File: config.mk
export PLATFORM = sky130hd
export DESIGN_NAME = csf_calibration_switch_and_fault_status
export DESIGN_NICKNAME = d
export VERILOG_FILES = /design/src/csf_pkg.sv /design/src/csf_hold_timer.sv /design/src/csf_ref_store.sv /design/src/csf_calibration_switch_and_fault_status.sv
export SDC_FILE = /design/constraint.sdc
export NUM_CORES = 1
export LEC_CHECK = 0
export BUFFER_PORTS_ARGS = -buffer_cell sky130_fd_sc_hd__buf_4
export CAP_MARGIN = 20
export CORE_MARGIN = 1.5
export CORE_UTILIZATION = 55
export DETAILED_ROUTE_END_ITERATION = 16
export PLACE_DENSITY = 0.95
export SYNTH_ARGS = -nofsm -noshare
export SYNTH_HDL_FRONTEND = slang
export SYNTH_SLANG_ARGS = --single-unit
File: constraint.sdc
create_clock -name clock -period 10.2 [get_ports clock]
set_clock_uncertainty 0.2 [all_clocks]
set_input_delay 0.51 -clock clock [delete_from_list [all_inputs] [get_ports clock]]
set_output_delay 0.51 -clock clock [all_outputs]
set_load 0.005 [all_outputs]
File: src/csf_pkg.sv
// package for the calibration switch and fault status block
// assumes a 50 MHz system clock and a host-side serial engine outside
package csf_pkg;
    // ****************************************************************
    // timing
    // ****************************************************************
    localparam int CLK_HZ = 50_000_000;
    localparam int HOLD_TIME_S = 8;
    localparam longint HOLD_CYCLES_L = longint'(HOLD_TIME_S) * longint'(CLK_HZ);
    localparam logic [31:0] HOLD_CYCLES = 32'(HOLD_CYCLES_L);
    localparam int HOLD_W = 32;
    // ****************************************************************
    // concentrations and fault byte layout
    // ****************************************************************
    localparam int PPM_W = 16;
    localparam logic [15:0] REF_PPM_RESET = 16'h0190;
    localparam logic [15:0] ZERO_PPM = 16'h0000;
    localparam int FB_FATAL = 0;
    localparam int FB_OFFSET = 1;
    localparam int FB_ALGO = 2;
    localparam int FB_OUTPUT = 3;
    localparam int FB_SELFDIAG = 4;
    localparam int FB_RANGE = 5;
    localparam int FB_MEMORY = 6;
    localparam int FB_RSVD = 7;
    localparam logic [7:0] FAULT_RESET = 8'h00;
    // self-clearing bits follow their condition, the other used bits are sticky
    localparam logic [7:0] AUTO_CLEAR_MASK = 8'h22;
    localparam logic [7:0] USED_MASK = 8'h7f;
    localparam int NUM_PROBES = 4;
    localparam int PROBE_W = 16;
    // controller states
    typedef enum logic [3:0] {
        CSF_POR = 4'h1,
        CSF_SELFTEST = 4'h2,
        CSF_RUN = 4'h4,
        CSF_CAL = 4'h8
    } csf_state_e;
endpackage : csf_pkg

File: src/csf_hold_timer.sv
// hold timer for one ground-closing calibration switch
// assumes the switch input is already synchronous to clock
`timescale 1ns/1ps
`default_nettype none
module csf_hold_timer
    import csf_pkg::*;
(
    input wire logic clock,
    input wire logic rst,
    input wire logic clk_en,
    input wire logic switch_n,
    input wire logic [31:0] hold_cycles,
    output logic held
);
    typedef struct packed {
        logic [HOLD_W-1:0] count;
        logic held;
    } csf_hold_s;
    csf_hold_s cur, next_cur;
    // ****************************************************************
    // count closure time, restart on any opening
    // ****************************************************************
    always_comb begin
        next_cur = cur;
        if (switch_n) begin
            next_cur.count = '0;
            next_cur.held = 1'b0;
        end else if (cur.count >= hold_cycles - 32'h0000_0001) begin
            next_cur.held = 1'b1;
        end else begin
            next_cur.count = cur.count + 32'h0000_0001;
        end
    end
    always_ff @(posedge clock or posedge rst) begin
        if (rst) begin
            cur <= '0;
        end else if (clk_en) begin
            cur <= next_cur;
        end
    end
    assign held = cur.held;
    a_open_clears: assert property (@(posedge clock) disable iff (rst)
        (clk_en && switch_n) |=> (cur.count == '0 && !held))
        else $error("hold timer not restarted on open");
endmodule : csf_hold_timer
`default_nettype wire

File: src/csf_ref_store.sv
// stored reference concentration for background calibration
// assumes the serial engine gives a one-cycle write strobe
`timescale 1ns/1ps
`default_nettype none
module csf_ref_store
    import csf_pkg::*;
(
    input wire logic clock,
    input wire logic rst,
    input wire logic clk_en,
    input wire logic ref_wr,
    input wire logic [15:0] ref_wdata,
    output logic [15:0] ref_ppm
);
    typedef struct packed {
        logic [PPM_W-1:0] value;
    } csf_ref_s;
    csf_ref_s cur, next_cur;
    // ****************************************************************
    // host may rewrite the reference value
    // ****************************************************************
    always_comb begin
        next_cur = cur;
        if (ref_wr) begin
            next_cur.value = ref_wdata;
        end
    end
    always_ff @(posedge clock or posedge rst) begin
        if (rst) begin
            cur.value <= REF_PPM_RESET;
        end else if (clk_en) begin
            cur <= next_cur;
        end
    end
    assign ref_ppm = cur.value;
endmodule : csf_ref_store
`default_nettype wire

File: src/csf_calibration_switch_and_fault_status.sv
// calibration switches, self-test sequencing and the fault byte
// assumes synchronous inputs, one 50 MHz clock, active-high async reset
// Overview of operation
// background switch held closed eight seconds starts a background calibration
// calibration replaces zero constant so reading becomes reference, default 400
// calibration repeats while the background switch stays closed
// zero switch does the same with a zero concentration target
// operator grounds the switch input; low input means request
// reference concentration is a stored setting writable over serial
// every power-up runs a full self-test recording failures
// out-of-range bit set while any probe leaves its valid range
// every memory write is read back; mismatch sets memory bit
// status pin high when fault byte is zero, low otherwise
// byte bits: fatal, offset, algorithm, output, diag, range, memory, reserved
// offset and range bits clear themselves when the fault goes away
// other bits stay set until host overwrite or power cycle
// simultaneous faults are all reported together in one byte
// host reads the whole fault byte over either serial port
// hold timer restarts whenever the switch opens early
// power-on reset clears the fault byte before the self-test
`timescale 1ns/1ps
`default_nettype none
module csf_calibration_switch_and_fault_status
    import csf_pkg::*;
#(
    parameter logic [31:0] HOLD_CYC = HOLD_CYCLES
) (
    input wire logic clock,
    input wire logic rst,
    input wire logic clk_en,
    // switches, low while closed
    input wire logic background_cal_switch_n,
    input wire logic zero_cal_switch_n,
    // sensor core side
    input wire logic [15:0] reading_ppm,
    input wire logic cal_done,
    input wire logic selftest_done,
    input wire logic [7:0] selftest_faults,
    input wire logic fatal_event,
    input wire logic offset_fault,
    input wire logic algo_event,
    input wire logic output_event,
    input wire logic selfdiag_event,
    input wire logic [63:0] probe_values,
    input wire logic [63:0] probe_min,
    input wire logic [63:0] probe_max,
    // memory update and readback
    input wire logic mem_verify,
    input wire logic [7:0] mem_written,
    input wire logic [7:0] mem_readback,
    // host serial engine (either port)
    input wire logic ref_wr,
    input wire logic [15:0] ref_wdata,
    input wire logic fault_wr,
    input wire logic [7:0] fault_wdata,
    output logic [7:0] fault_flags_rdata,
    output logic [15:0] ref_ppm,
    // calibration control to the core
    output logic selftest_start,
    output logic cal_start,
    output logic [15:0] cal_target_ppm,
    output logic [15:0] cal_reading_ppm,
    output logic cal_busy,
    output logic status_ok
);
    // ****************************************************************
    // state
    // ****************************************************************
    typedef struct packed {
        csf_state_e state;
        logic [7:0] fault_flags;
        logic [15:0] target;
        logic [15:0] reading;
        logic start;
        logic st_start;
        logic status;
    } csf_top_s;
    csf_top_s cur, next_cur;
    logic bg_held;
    logic zero_held;
    logic [NUM_PROBES-1:0] probe_bad;
    logic range_fault;
    logic mem_mismatch;
    logic [7:0] sticky_set;
    logic [7:0] auto_now;
    logic [7:0] next_flags;

    // ****************************************************************
    // switch hold timers and reference store
    // ****************************************************************
    csf_hold_timer u_bg_timer (
        .clock(clock),
        .rst(rst),
        .clk_en(clk_en),
        .switch_n(background_cal_switch_n),
        .hold_cycles(HOLD_CYC),
        .held(bg_held)
    );
    csf_hold_timer u_zero_timer (
        .clock(clock),
        .rst(rst),
        .clk_en(clk_en),
        .switch_n(zero_cal_switch_n),
        .hold_cycles(HOLD_CYC),
        .held(zero_held)
    );
    csf_ref_store u_ref (
        .clock(clock),
        .rst(rst),
        .clk_en(clk_en),
        .ref_wr(ref_wr),
        .ref_wdata(ref_wdata),
        .ref_ppm(ref_ppm)
    );

    // ****************************************************************
    // probe range checks, one per probe
    // ****************************************************************
    genvar gi;
    generate
        for (gi = 0; gi < NUM_PROBES; gi++) begin : g_probe
            assign probe_bad[gi] =
                (probe_values[gi*PROBE_W +: PROBE_W] < probe_min[gi*PROBE_W +: PROBE_W]) ||
                (probe_values[gi*PROBE_W +: PROBE_W] > probe_max[gi*PROBE_W +: PROBE_W]);
        end
    endgenerate
    assign range_fault = |probe_bad;
    // readback comparison on every memory update
    assign mem_mismatch = mem_verify && (mem_written != mem_readback);

    // ****************************************************************
    // fault byte sources
    // ****************************************************************
    always_comb begin
        sticky_set = 8'h00;
        sticky_set[FB_FATAL] = fatal_event;
        sticky_set[FB_ALGO] = algo_event;
        sticky_set[FB_OUTPUT] = output_event;
        sticky_set[FB_SELFDIAG] = selfdiag_event;
        sticky_set[FB_MEMORY] = mem_mismatch;
        if (cur.state == CSF_SELFTEST && selftest_done) begin
            sticky_set = sticky_set | (selftest_faults & USED_MASK & ~AUTO_CLEAR_MASK);
        end
        auto_now = 8'h00;
        auto_now[FB_OFFSET] = offset_fault;
        auto_now[FB_RANGE] = range_fault;
    end

    // fault byte: host overwrite, set wins over clear, auto bits follow
    always_comb begin
        next_flags = cur.fault_flags;
        if (fault_wr) begin
            next_flags = fault_wdata & USED_MASK;
        end
        next_flags = (next_flags & ~AUTO_CLEAR_MASK) | sticky_set;
        next_flags = next_flags | auto_now;
        next_flags[FB_RSVD] = 1'b0;
    end

    // ****************************************************************
    // controller
    // ****************************************************************
    always_comb begin
        next_cur = cur;
        next_cur.start = 1'b0;
        next_cur.st_start = 1'b0;
        next_cur.fault_flags = next_flags;
        unique case (cur.state)
            CSF_POR: begin
                next_cur.fault_flags = FAULT_RESET;
                next_cur.st_start = 1'b1;
                next_cur.state = CSF_SELFTEST;
            end
            CSF_SELFTEST: begin
                if (selftest_done) begin
                    next_cur.state = CSF_RUN;
                end
            end
            CSF_RUN: begin
                if (bg_held) begin
                    next_cur.target = ref_ppm;
                    next_cur.reading = reading_ppm;
                    next_cur.start = 1'b1;
                    next_cur.state = CSF_CAL;
                end else if (zero_held) begin
                    next_cur.target = ZERO_PPM;
                    next_cur.reading = reading_ppm;
                    next_cur.start = 1'b1;
                    next_cur.state = CSF_CAL;
                end
            end
            CSF_CAL: begin
                if (cal_done) begin
                    // still closed: go round again
                    next_cur.state = CSF_RUN;
                end
            end
            default: begin
                next_cur.state = CSF_POR;
            end
        endcase
        next_cur.status = (next_cur.fault_flags == 8'h00);
    end

    always_ff @(posedge clock or posedge rst) begin
        if (rst) begin
            cur.state <= CSF_POR;
            cur.fault_flags <= FAULT_RESET;
            cur.target <= REF_PPM_RESET;
            cur.reading <= 16'h0000;
            cur.start <= 1'b0;
            cur.st_start <= 1'b0;
            cur.status <= 1'b1;
        end else if (clk_en) begin
            cur <= next_cur;
        end
    end

    // ****************************************************************
    // outputs
    // ****************************************************************
    assign fault_flags_rdata = cur.fault_flags;
    assign status_ok = cur.status;
    assign cal_start = cur.start;
    assign selftest_start = cur.st_start;
    assign cal_target_ppm = cur.target;
    assign cal_reading_ppm = cur.reading;
    assign cal_busy = (cur.state == CSF_CAL);

    // ****************************************************************
    // checks
    // ****************************************************************
    a_status_pin: assert property (@(posedge clock) disable iff (rst)
        status_ok == (fault_flags_rdata == 8'h00))
        else $error("status pin disagrees with fault byte");
    a_range_sets: assert property (@(posedge clock) disable iff (rst)
        (clk_en && range_fault && cur.state != CSF_POR) |=> fault_flags_rdata[FB_RANGE])
        else $error("range bit not set");
    a_range_clears: assert property (@(posedge clock) disable iff (rst)
        (clk_en && !range_fault && !fault_wr) |=> !fault_flags_rdata[FB_RANGE])
        else $error("range bit did not self clear");
    a_memory_sets: assert property (@(posedge clock) disable iff (rst)
        (clk_en && mem_mismatch && cur.state != CSF_POR) |=> fault_flags_rdata[FB_MEMORY])
        else $error("memory mismatch not flagged");
    a_sticky_holds: assert property (@(posedge clock) disable iff (rst)
        (clk_en && !fault_wr && cur.state != CSF_POR && fault_flags_rdata[FB_FATAL])
        |=> fault_flags_rdata[FB_FATAL])
        else $error("sticky bit lost without overwrite");
    a_reserved_zero: assert property (@(posedge clock) disable iff (rst)
        !fault_flags_rdata[FB_RSVD])
        else $error("reserved bit set");
    a_bg_target: assert property (@(posedge clock) disable iff (rst)
        (clk_en && cur.state == CSF_RUN && bg_held) |=> (cal_start && cal_target_ppm == $past(ref_ppm)))
        else $error("background target wrong");
    a_zero_target: assert property (@(posedge clock) disable iff (rst)
        (clk_en && cur.state == CSF_RUN && !bg_held && zero_held)
        |=> (cal_start && cal_target_ppm == ZERO_PPM))
        else $error("zero target wrong");
    a_por_clears: assert property (@(posedge clock) disable iff (rst)
        (clk_en && cur.state == CSF_POR) |=> (selftest_start && fault_flags_rdata == 8'h00))
        else $error("power-on did not clear byte and start self-test");
    // offset bit tracks its condition every enabled cycle outside CSF_POR
    a_offset_follows: assert property (@(posedge clock) disable iff (rst)
        (clk_en && cur.state != CSF_POR)
        |=> (fault_flags_rdata[FB_OFFSET] == $past(offset_fault)))
        else $error("offset bit does not follow its condition");
    // sticky sources land in their own bit, together when coincident
    a_fatal_sets: assert property (@(posedge clock) disable iff (rst)
        (clk_en && fatal_event && cur.state != CSF_POR)
        |=> fault_flags_rdata[FB_FATAL])
        else $error("fatal bit not set");
    a_multi_fault: assert property (@(posedge clock) disable iff (rst)
        (clk_en && fatal_event && algo_event && cur.state != CSF_POR)
        |=> (fault_flags_rdata[FB_FATAL] && fault_flags_rdata[FB_ALGO]))
        else $error("coincident faults not all reported");
    // host overwrite takes the written value when no event competes
    a_host_clears: assert property (@(posedge clock) disable iff (rst)
        (clk_en && fault_wr && !fatal_event && cur.state == CSF_RUN)
        |=> (fault_flags_rdata[FB_FATAL] == $past(fault_wdata[FB_FATAL])))
        else $error("host overwrite not applied");
    // self-test result is loaded into the byte
    a_selftest_loads: assert property (@(posedge clock) disable iff (rst)
        (clk_en && cur.state == CSF_SELFTEST && selftest_done && selftest_faults[FB_SELFDIAG])
        |=> fault_flags_rdata[FB_SELFDIAG])
        else $error("self-test failure not recorded");
    // calibration start is a single pulse inside the busy window
    a_start_pulse: assert property (@(posedge clock) disable iff (rst)
        (clk_en && cal_start)
        |=> !cal_start)
        else $error("calibration start longer than one cycle");
    a_busy_on_start: assert property (@(posedge clock) disable iff (rst)
        cal_start
        |-> cal_busy)
        else $error("calibration start without busy");
    a_cal_returns: assert property (@(posedge clock) disable iff (rst)
        (clk_en && cal_busy && cal_done)
        |=> !cal_busy)
        else $error("calibration did not return to run");
    // reference write shows on the next edge
    a_ref_write: assert property (@(posedge clock) disable iff (rst)
        (clk_en && ref_wr)
        |=> (ref_ppm == $past(ref_wdata)))
        else $error("reference write not stored");
    // open switches never leave a hold pending
    a_open_no_hold: assert property (@(posedge clock) disable iff (rst)
        (clk_en && background_cal_switch_n && zero_cal_switch_n)
        |=> (!bg_held && !zero_held))
        else $error("hold flag set with switches open");
endmodule : csf_calibration_switch_and_fault_status
`default_nettype wire

# After elaboration in Yosys (flattened, before gate mapping)
# Cells that the tools add are included.
[word_totals]
regBits = 128
input_bits = 271
output_inout_bits = 60
wordCells = 73
[op_classes]
addsub = 2
n_lt_le_gt_ge = 10
n_eq_ne = 10
mux = 18
bitwise_logic = 3
reduce_logical = 18
[op_table]
columns = ["op", "n"]
rows = [
  ["$mux W33", 4],
  ["$add A32 B1 Y32 const B", 2],
  ["$ge A32 B29 Y1 const B", 2],
  ["$gt A16 B16 Y1", 4],
  ["$lt A16 B16 Y1", 4],
  ["$mux W32", 2],
  ["$mux W7", 3],
  ["$mux W4", 4],
  ["$pmux W4 S4", 1],
  ["$or A7 B7 Y7", 2],
  ["$reduce_and A2 Y1", 5],
  ["$logic_not A8 Y1", 1],
  ["$ne A2 B2 Y1 const B", 4],
  ["$ne A8 B8 Y1", 1],
  ["$or A7 B6 Y7", 1],
  ["$reduce_bool A2 Y1", 3],
  ["$eq A4 B1 Y1 const B", 1],
  ["$eq A4 B2 Y1 const B", 1],
  ["$eq A4 B3 Y1 const B", 1],
  ["$eq A4 B4 Y1 const B", 1],
  ["$logic_or A1 B1 Y1", 4],
  ["$mux W1", 4],
  ["$reduce_and A4 Y1", 1],
  ["$reduce_or A4 Y1", 1],
  ["3 further kinds", 4],
]

# Longest topological paths before layout
[depth]
ltp_word = 8
depth_mapped = 10
depth_no_buf = 10

# Cells and area by module
# Synthesis repeated with hierarchy kept, for this count alone.
[hier_totals]
cells_unflattened = 1495
area_unflattened_um2 = 12761.0
[by_module_without_submodules]
columns = ["module", "instances", "cells_per_inst", "area_each_um2", "seq_area_each_um2"]
rows = [
  ["csf_calibration_switch_and_fault_status", 1, 641, 5444.0, 1157.4],
  ["csf_hold_timer (u_bg_timer)", 1, 417, 3369.5, 825.8],
  ["csf_hold_timer (u_zero_timer)", 1, 402, 3304.4, 825.8],
  ["csf_ref_store", 1, 35, 643.1, 404.1],
]

# Worst setup path before layout
# OpenSTA, ideal clock, no wires.
[synth_timing]
path_kind = "in2reg"
start = "in probe_max[26]"
end = "reg cur (netlist bit status_ok)"
setup_ns = 0.060
arrival_time_ns = 2.367
required_ns = 9.940
slack_ns = 7.573
cell_stages = 10
path_buffers = 0
cell_sequence = "inv_1 ha_1 nand4_1 nor3_1 mux2i_1 a21oi_1 or4_1 a211oi_1 and4b_1 a31o_2"
[synth_via]
elab_chain_len = 6
[synth_rtl]
columns = ["item", "line_no", "source"]
rows = [
  ["start: declaration", "csf_calibration_switch_and_fault_status.sv:46", "input wire logic [63:0] probe_max,"],
  ["$gt A16 B16 Y1", "csf_calibration_switch_and_fault_status.sv:124", "(probe_values[gi*PROBE_W +: PROBE_W] > probe_max[gi*PROBE_W +: PROBE_W]);"],
  ["$logic_or A1 B1 Y1", "csf_calibration_switch_and_fault_status.sv:123", "(probe_values[gi*PROBE_W +: PROBE_W] < probe_min[gi*PROBE_W +: PROBE_W]) ||"],
  ["$reduce_or A4 Y1", "csf_calibration_switch_and_fault_status.sv:127", "assign range_fault = |probe_bad;"],
  ["$or A7 B6 Y7", "csf_calibration_switch_and_fault_status.sv:156", "next_flags = next_flags | auto_now;"],
  ["$mux W7", "csf_calibration_switch_and_fault_status.sv:168", "unique case (cur.state)"],
  ["$logic_not A8 Y1", "csf_calibration_switch_and_fault_status.sv:202", "next_cur.status = (next_cur.fault_flags == 8'h00);"],
  ["end signal: assignment", "csf_calibration_switch_and_fault_status.sv:215", "cur <= next_cur;"],
  ["end: declaration", "csf_calibration_switch_and_fault_status.sv:78", "csf_top_s cur, next_cur;"],
]
# No other way between the ends.
# A chain may end at the register's enable or synchronous reset.

# Final worst setup path
[layout_timing]
start = "reg u_bg_timer.cur[11] in the netlist's numbering"
end = "reg u_bg_timer.cur[27] in the netlist's numbering"
[layout_via]
elab_chain_len = 3
word_cells_on_any_way = 6
classes_between = "1 x add/sub; 1 x order compare; 1 x eq/ne; 2 x mux; 1 x reduce/logical"
[layout_rtl]
columns = ["item", "line_no", "source"]
rows = [
  ["start: declaration", "csf_hold_timer.sv:19", "csf_hold_s cur, next_cur;"],
  ["start signal: assignment", "csf_hold_timer.sv:38", "cur <= next_cur;"],
  ["$add A32 B1 Y32 / $ge A32 B29 Y1 (equally long branches)", "csf_hold_timer.sv:31, csf_hold_timer.sv:28", ""],
  ["$mux W32 / $ne A2 B2 Y1 (equally long branches)", "-", ""],
  ["$mux W33 / $reduce_and A2 Y1 (equally long branches)", "-", ""],
]
# Several ways; a longest one is shown, not always the timed one. The select of a mux whose other input is x is not followed.

==> metrics.cfg <==
[power]
p_sw_share_pct=27.7
p_per_area_nw_per_um2=130
clock_power_share_pct=41.3
p_leak_nw=6.56
p_comb_share_pct=22.0
max-vdd-ir-drop_uv=160
p_int_mw=1.14
pwr-share-seq_pct=36.7
p_switching_mw=0.437

[clocking]
worstSkewPairLatency_ns=0.42
cts_tree=yes
cts_hold_buf=0
ctsResizeCount=0
cts_root_buffer=clkbuf_16
h-tree-depth=4
postCtsSetupRepairBufs=0
clkSlewWorstSetupHoldPaths_ns=0.06
cts_sinks=128
cts_max_path_buffers=2
cts-buffers-inserted=17

[routing]
avgRoutedWirePerCell_um=19.5
viasPerCell=5.94
drtIter0Drc=723
ant_nets=0
vias=9160
dr.pass1.iters=5
route.detailed.drc=0
routed_wl_um=30100

[sta]
final.min_clock_period_ns=3.36
finalSetupViolCount=0
tightest_slew_ns=1.03
drv_slew=0
fin_setup_tns_ns=0
period_share_pct=32.9
rsz0062_at_grt=false
timing_hold_violations_final=0
slew_headroom_pct=30.1
max_freq_mhz=298

[global_routing]
antenna_found_initial=3
overflow=0
grt_pass1_vias=9684
grt_pass1_wl_um=47600
grtUsageTotal_pct=34.4
grt_max_degree=69

[run]
maxCapViolations=0

[floorplan]
die_area_um2=17600
die_h_um=133
rows=47
ios=331
initial_core_util_pct=56.0
die_x_um=133
core_area_um2=16500

[yosys]
synth_seq_cells=128
async_reset_ff_share_pct=100
synthesis.instances=1024
syn_area_per_cell_um2=9.03
ys_seq_area_share_pct=34.7
yosysWarningCount=0
ys.flop_type=dfrtp_1
synth_edf_count=0
synth_area_um2=9250
synth_fp_nets=1421
synth_cell_type_count=60

[layout]
area_growth_pct=32.0
fin_area_um2=12200
drive_gt1_share_pct=30.7
final_nets=1702
finalCoreUtilization_pct=73.9

[worst_setup_path]
rrSetupSlack_ns=6.84
reg2reg_to=u_bg_timer.cur[27]$_DFFE_PP0P_
crit_path_max_fanout=11
cp.arrival_ns=3.46
startpoint_type=register
r2r_start=u_bg_timer.cur[11]$_DFFE_PP0P_
rr_worst_depth=8
path_class=reg -> reg
critPathCapture=u_bg_timer.cur[27]$_DFFE_PP0P_
worst_ep_required_time_ns=10.30
critical_path.startpoint=u_bg_timer.cur[11]$_DFFE_PP0P_
cp-end-kind=register

[outcome]
run_status=finished, final reports clean

[placement]
routabilityCongestion=0.919
hpwl_um=21300
place_area_um2=11600
port_buffers=323

[min_path]
worstHoldPathType=in -> async

-- layer usage --
metal  routed length, um  track usage (%)  vias to the layer above
li1                    -                -                     4068
met5                   0                0                        -
met2               15700             62.7                      636
met4                1710             21.8                        0
met3                2440             7.93                      157
met1               10300             35.7                     4299
-- placed cells by master (no fill, tap or decap), types with 10 or more instances in the layout --
master     netlist  final
inv_1          149    148
ha_1           126    126
xnor2_1         21     21
nand4_1         33     33
nand3_1         32     32
o21ai_0         37     37
a21oi_1         48     48
nor2b_1         15     15
nand2_1         56     56
mux2_2          32     32
and3_1          12     12
xor2_1          35     35
nor3_1          14     14
buf_4           41    327
nor2_1          84     84
dfrtp_1        120    120
a211oi_1        10     10
a22o_1          17     17
and4_1          11     11
a21o_1          10     10
clkbuf_16        0     17
-- critical path, stage by stage, from the launching register on --
cell,delay [ns]
dfrtp_1,0.45
or4_1,0.59
nor4_2,0.18
a221oi_1,0.15
o21ba_2,0.29
nor2_1,0.69
nand4_1,0.30
xor2_1,0.28
nor2_1,0.09
-- per-stage QoR --
step / worst slack [ns] / hold slack [ns] / instances / total power, mW
finish: 6.84 / 0.0277 / 1541 / 1.58
detailed placement: 7.05 / 0.284 / 1506 / 0.925
global route: 6.72 / 0.0853 / 1541 / 1.64
global placement: 7.11 / 0.279 / 1506 / 0.904
CTS: 6.96 / 0.0507 / 1538 / 1.58
floorplan: 6.09 / 0.263 / 1024 / 0.759
-- registers in the layout, summed over array words and instances (netlist names) --
name	cells
u_bg_timer.cur	32
status_ok	1
cal_reading_ppm	16
cur	4
u_zero_timer.cur	32
cal_start	1
selftest_start	1
fault_flags_rdata	7
u_zero_timer.held	1
cal_target_ppm	16
u_bg_timer.held	1
u_ref.ref_ppm	16
-- power by group through the flow --
| stage | clock network, mW | registers [mW] | logic [mW] |
|---|---|---|---|
| 2_1_floorplan | 0 | 0.573 | 0.186 |
| 3_3_place_gp | 0 | 0.582 | 0.322 |
| 3_5_place_dp | 0 | 0.586 | 0.339 |
| 4_1_cts | 0.654 | 0.579 | 0.347 |
| 5_1_grt | 0.677 | 0.584 | 0.384 |
| 6_report | 0.653 | 0.580 | 0.348 |
-- worst min-delay path by stage --
stage | start | to | slack, ns | cells past startpoint
floorplan | u_zero_timer.held$_DFFE_PP0P_ | u_zero_timer.held$_DFFE_PP0P_ | 0.26 | 2
global placement | u_zero_timer.held$_DFFE_PP0P_ | u_zero_timer.held$_DFFE_PP0P_ | 0.28 | 2
detailed placement | u_zero_timer.held$_DFFE_PP0P_ | u_zero_timer.held$_DFFE_PP0P_ | 0.28 | 2
CTS | rst | cal_target_ppm[3]$_DFFE_PP0P_ | 0.05 | 2
global route | rst | cal_target_ppm[11]$_DFFE_PP0P_ | 0.09 | 2
finish | rst | u_ref.ref_ppm[9]$_DFFE_PP0P_ | 0.03 | 2
-- area by class of cell --
cell class | instances | area [um^2]
diodes | 3 | 7.51
clock buffers | 19 | 443
clock inverters | 13 | 184
fillers | 988 | 4320
inverters | 149 | 562
multi-input cells | 682 | 5070
flip-flops and latches | 128 | 3210
well taps | 220 | 275
repair buffers | 327 | 2450
-- Yosys cell counts, types with 5 or more instances --
cell        n  area share [%]
a31oi_1     7            0.47
dfstp_2     8             2.3
dfrtp_1   120              32
nand4_1    33             2.2
a21oi_1    48             2.6
inv_1     149             6.0
ha_1      126              17
mux2_2     32             3.9
a211oi_1   10            0.81
and3_1     12            0.81
nor2b_1    15             1.0
xor2_1     35             3.3
nor2_1     84             3.4
nor3_1     14            0.76
xnor2_1    21             2.0
a22o_1     17             1.6
nand2_1    56             2.3
clkbuf_1   21            0.85
buf_4      41             3.3
nand3_1    32             1.7
and4_1     11             1.0
o22ai_1     9            0.61
nand2b_1    9            0.61
a21o_1     10            0.81
o21a_1      5            0.41
o21ai_0    37             2.0
-- cells by family after synthesis --
logic type	synth area share, %
muxes	4.00
DFF	34.7
and+or+nand+nor	15.9
other	0.0406
AOI/OAI and AO/OA	12.5
buffers and inverters	10.4
adders and majority gates	17.0
xor gates and xnor gates	5.30
Note: power is estimated with default switching activity, not from simulation.
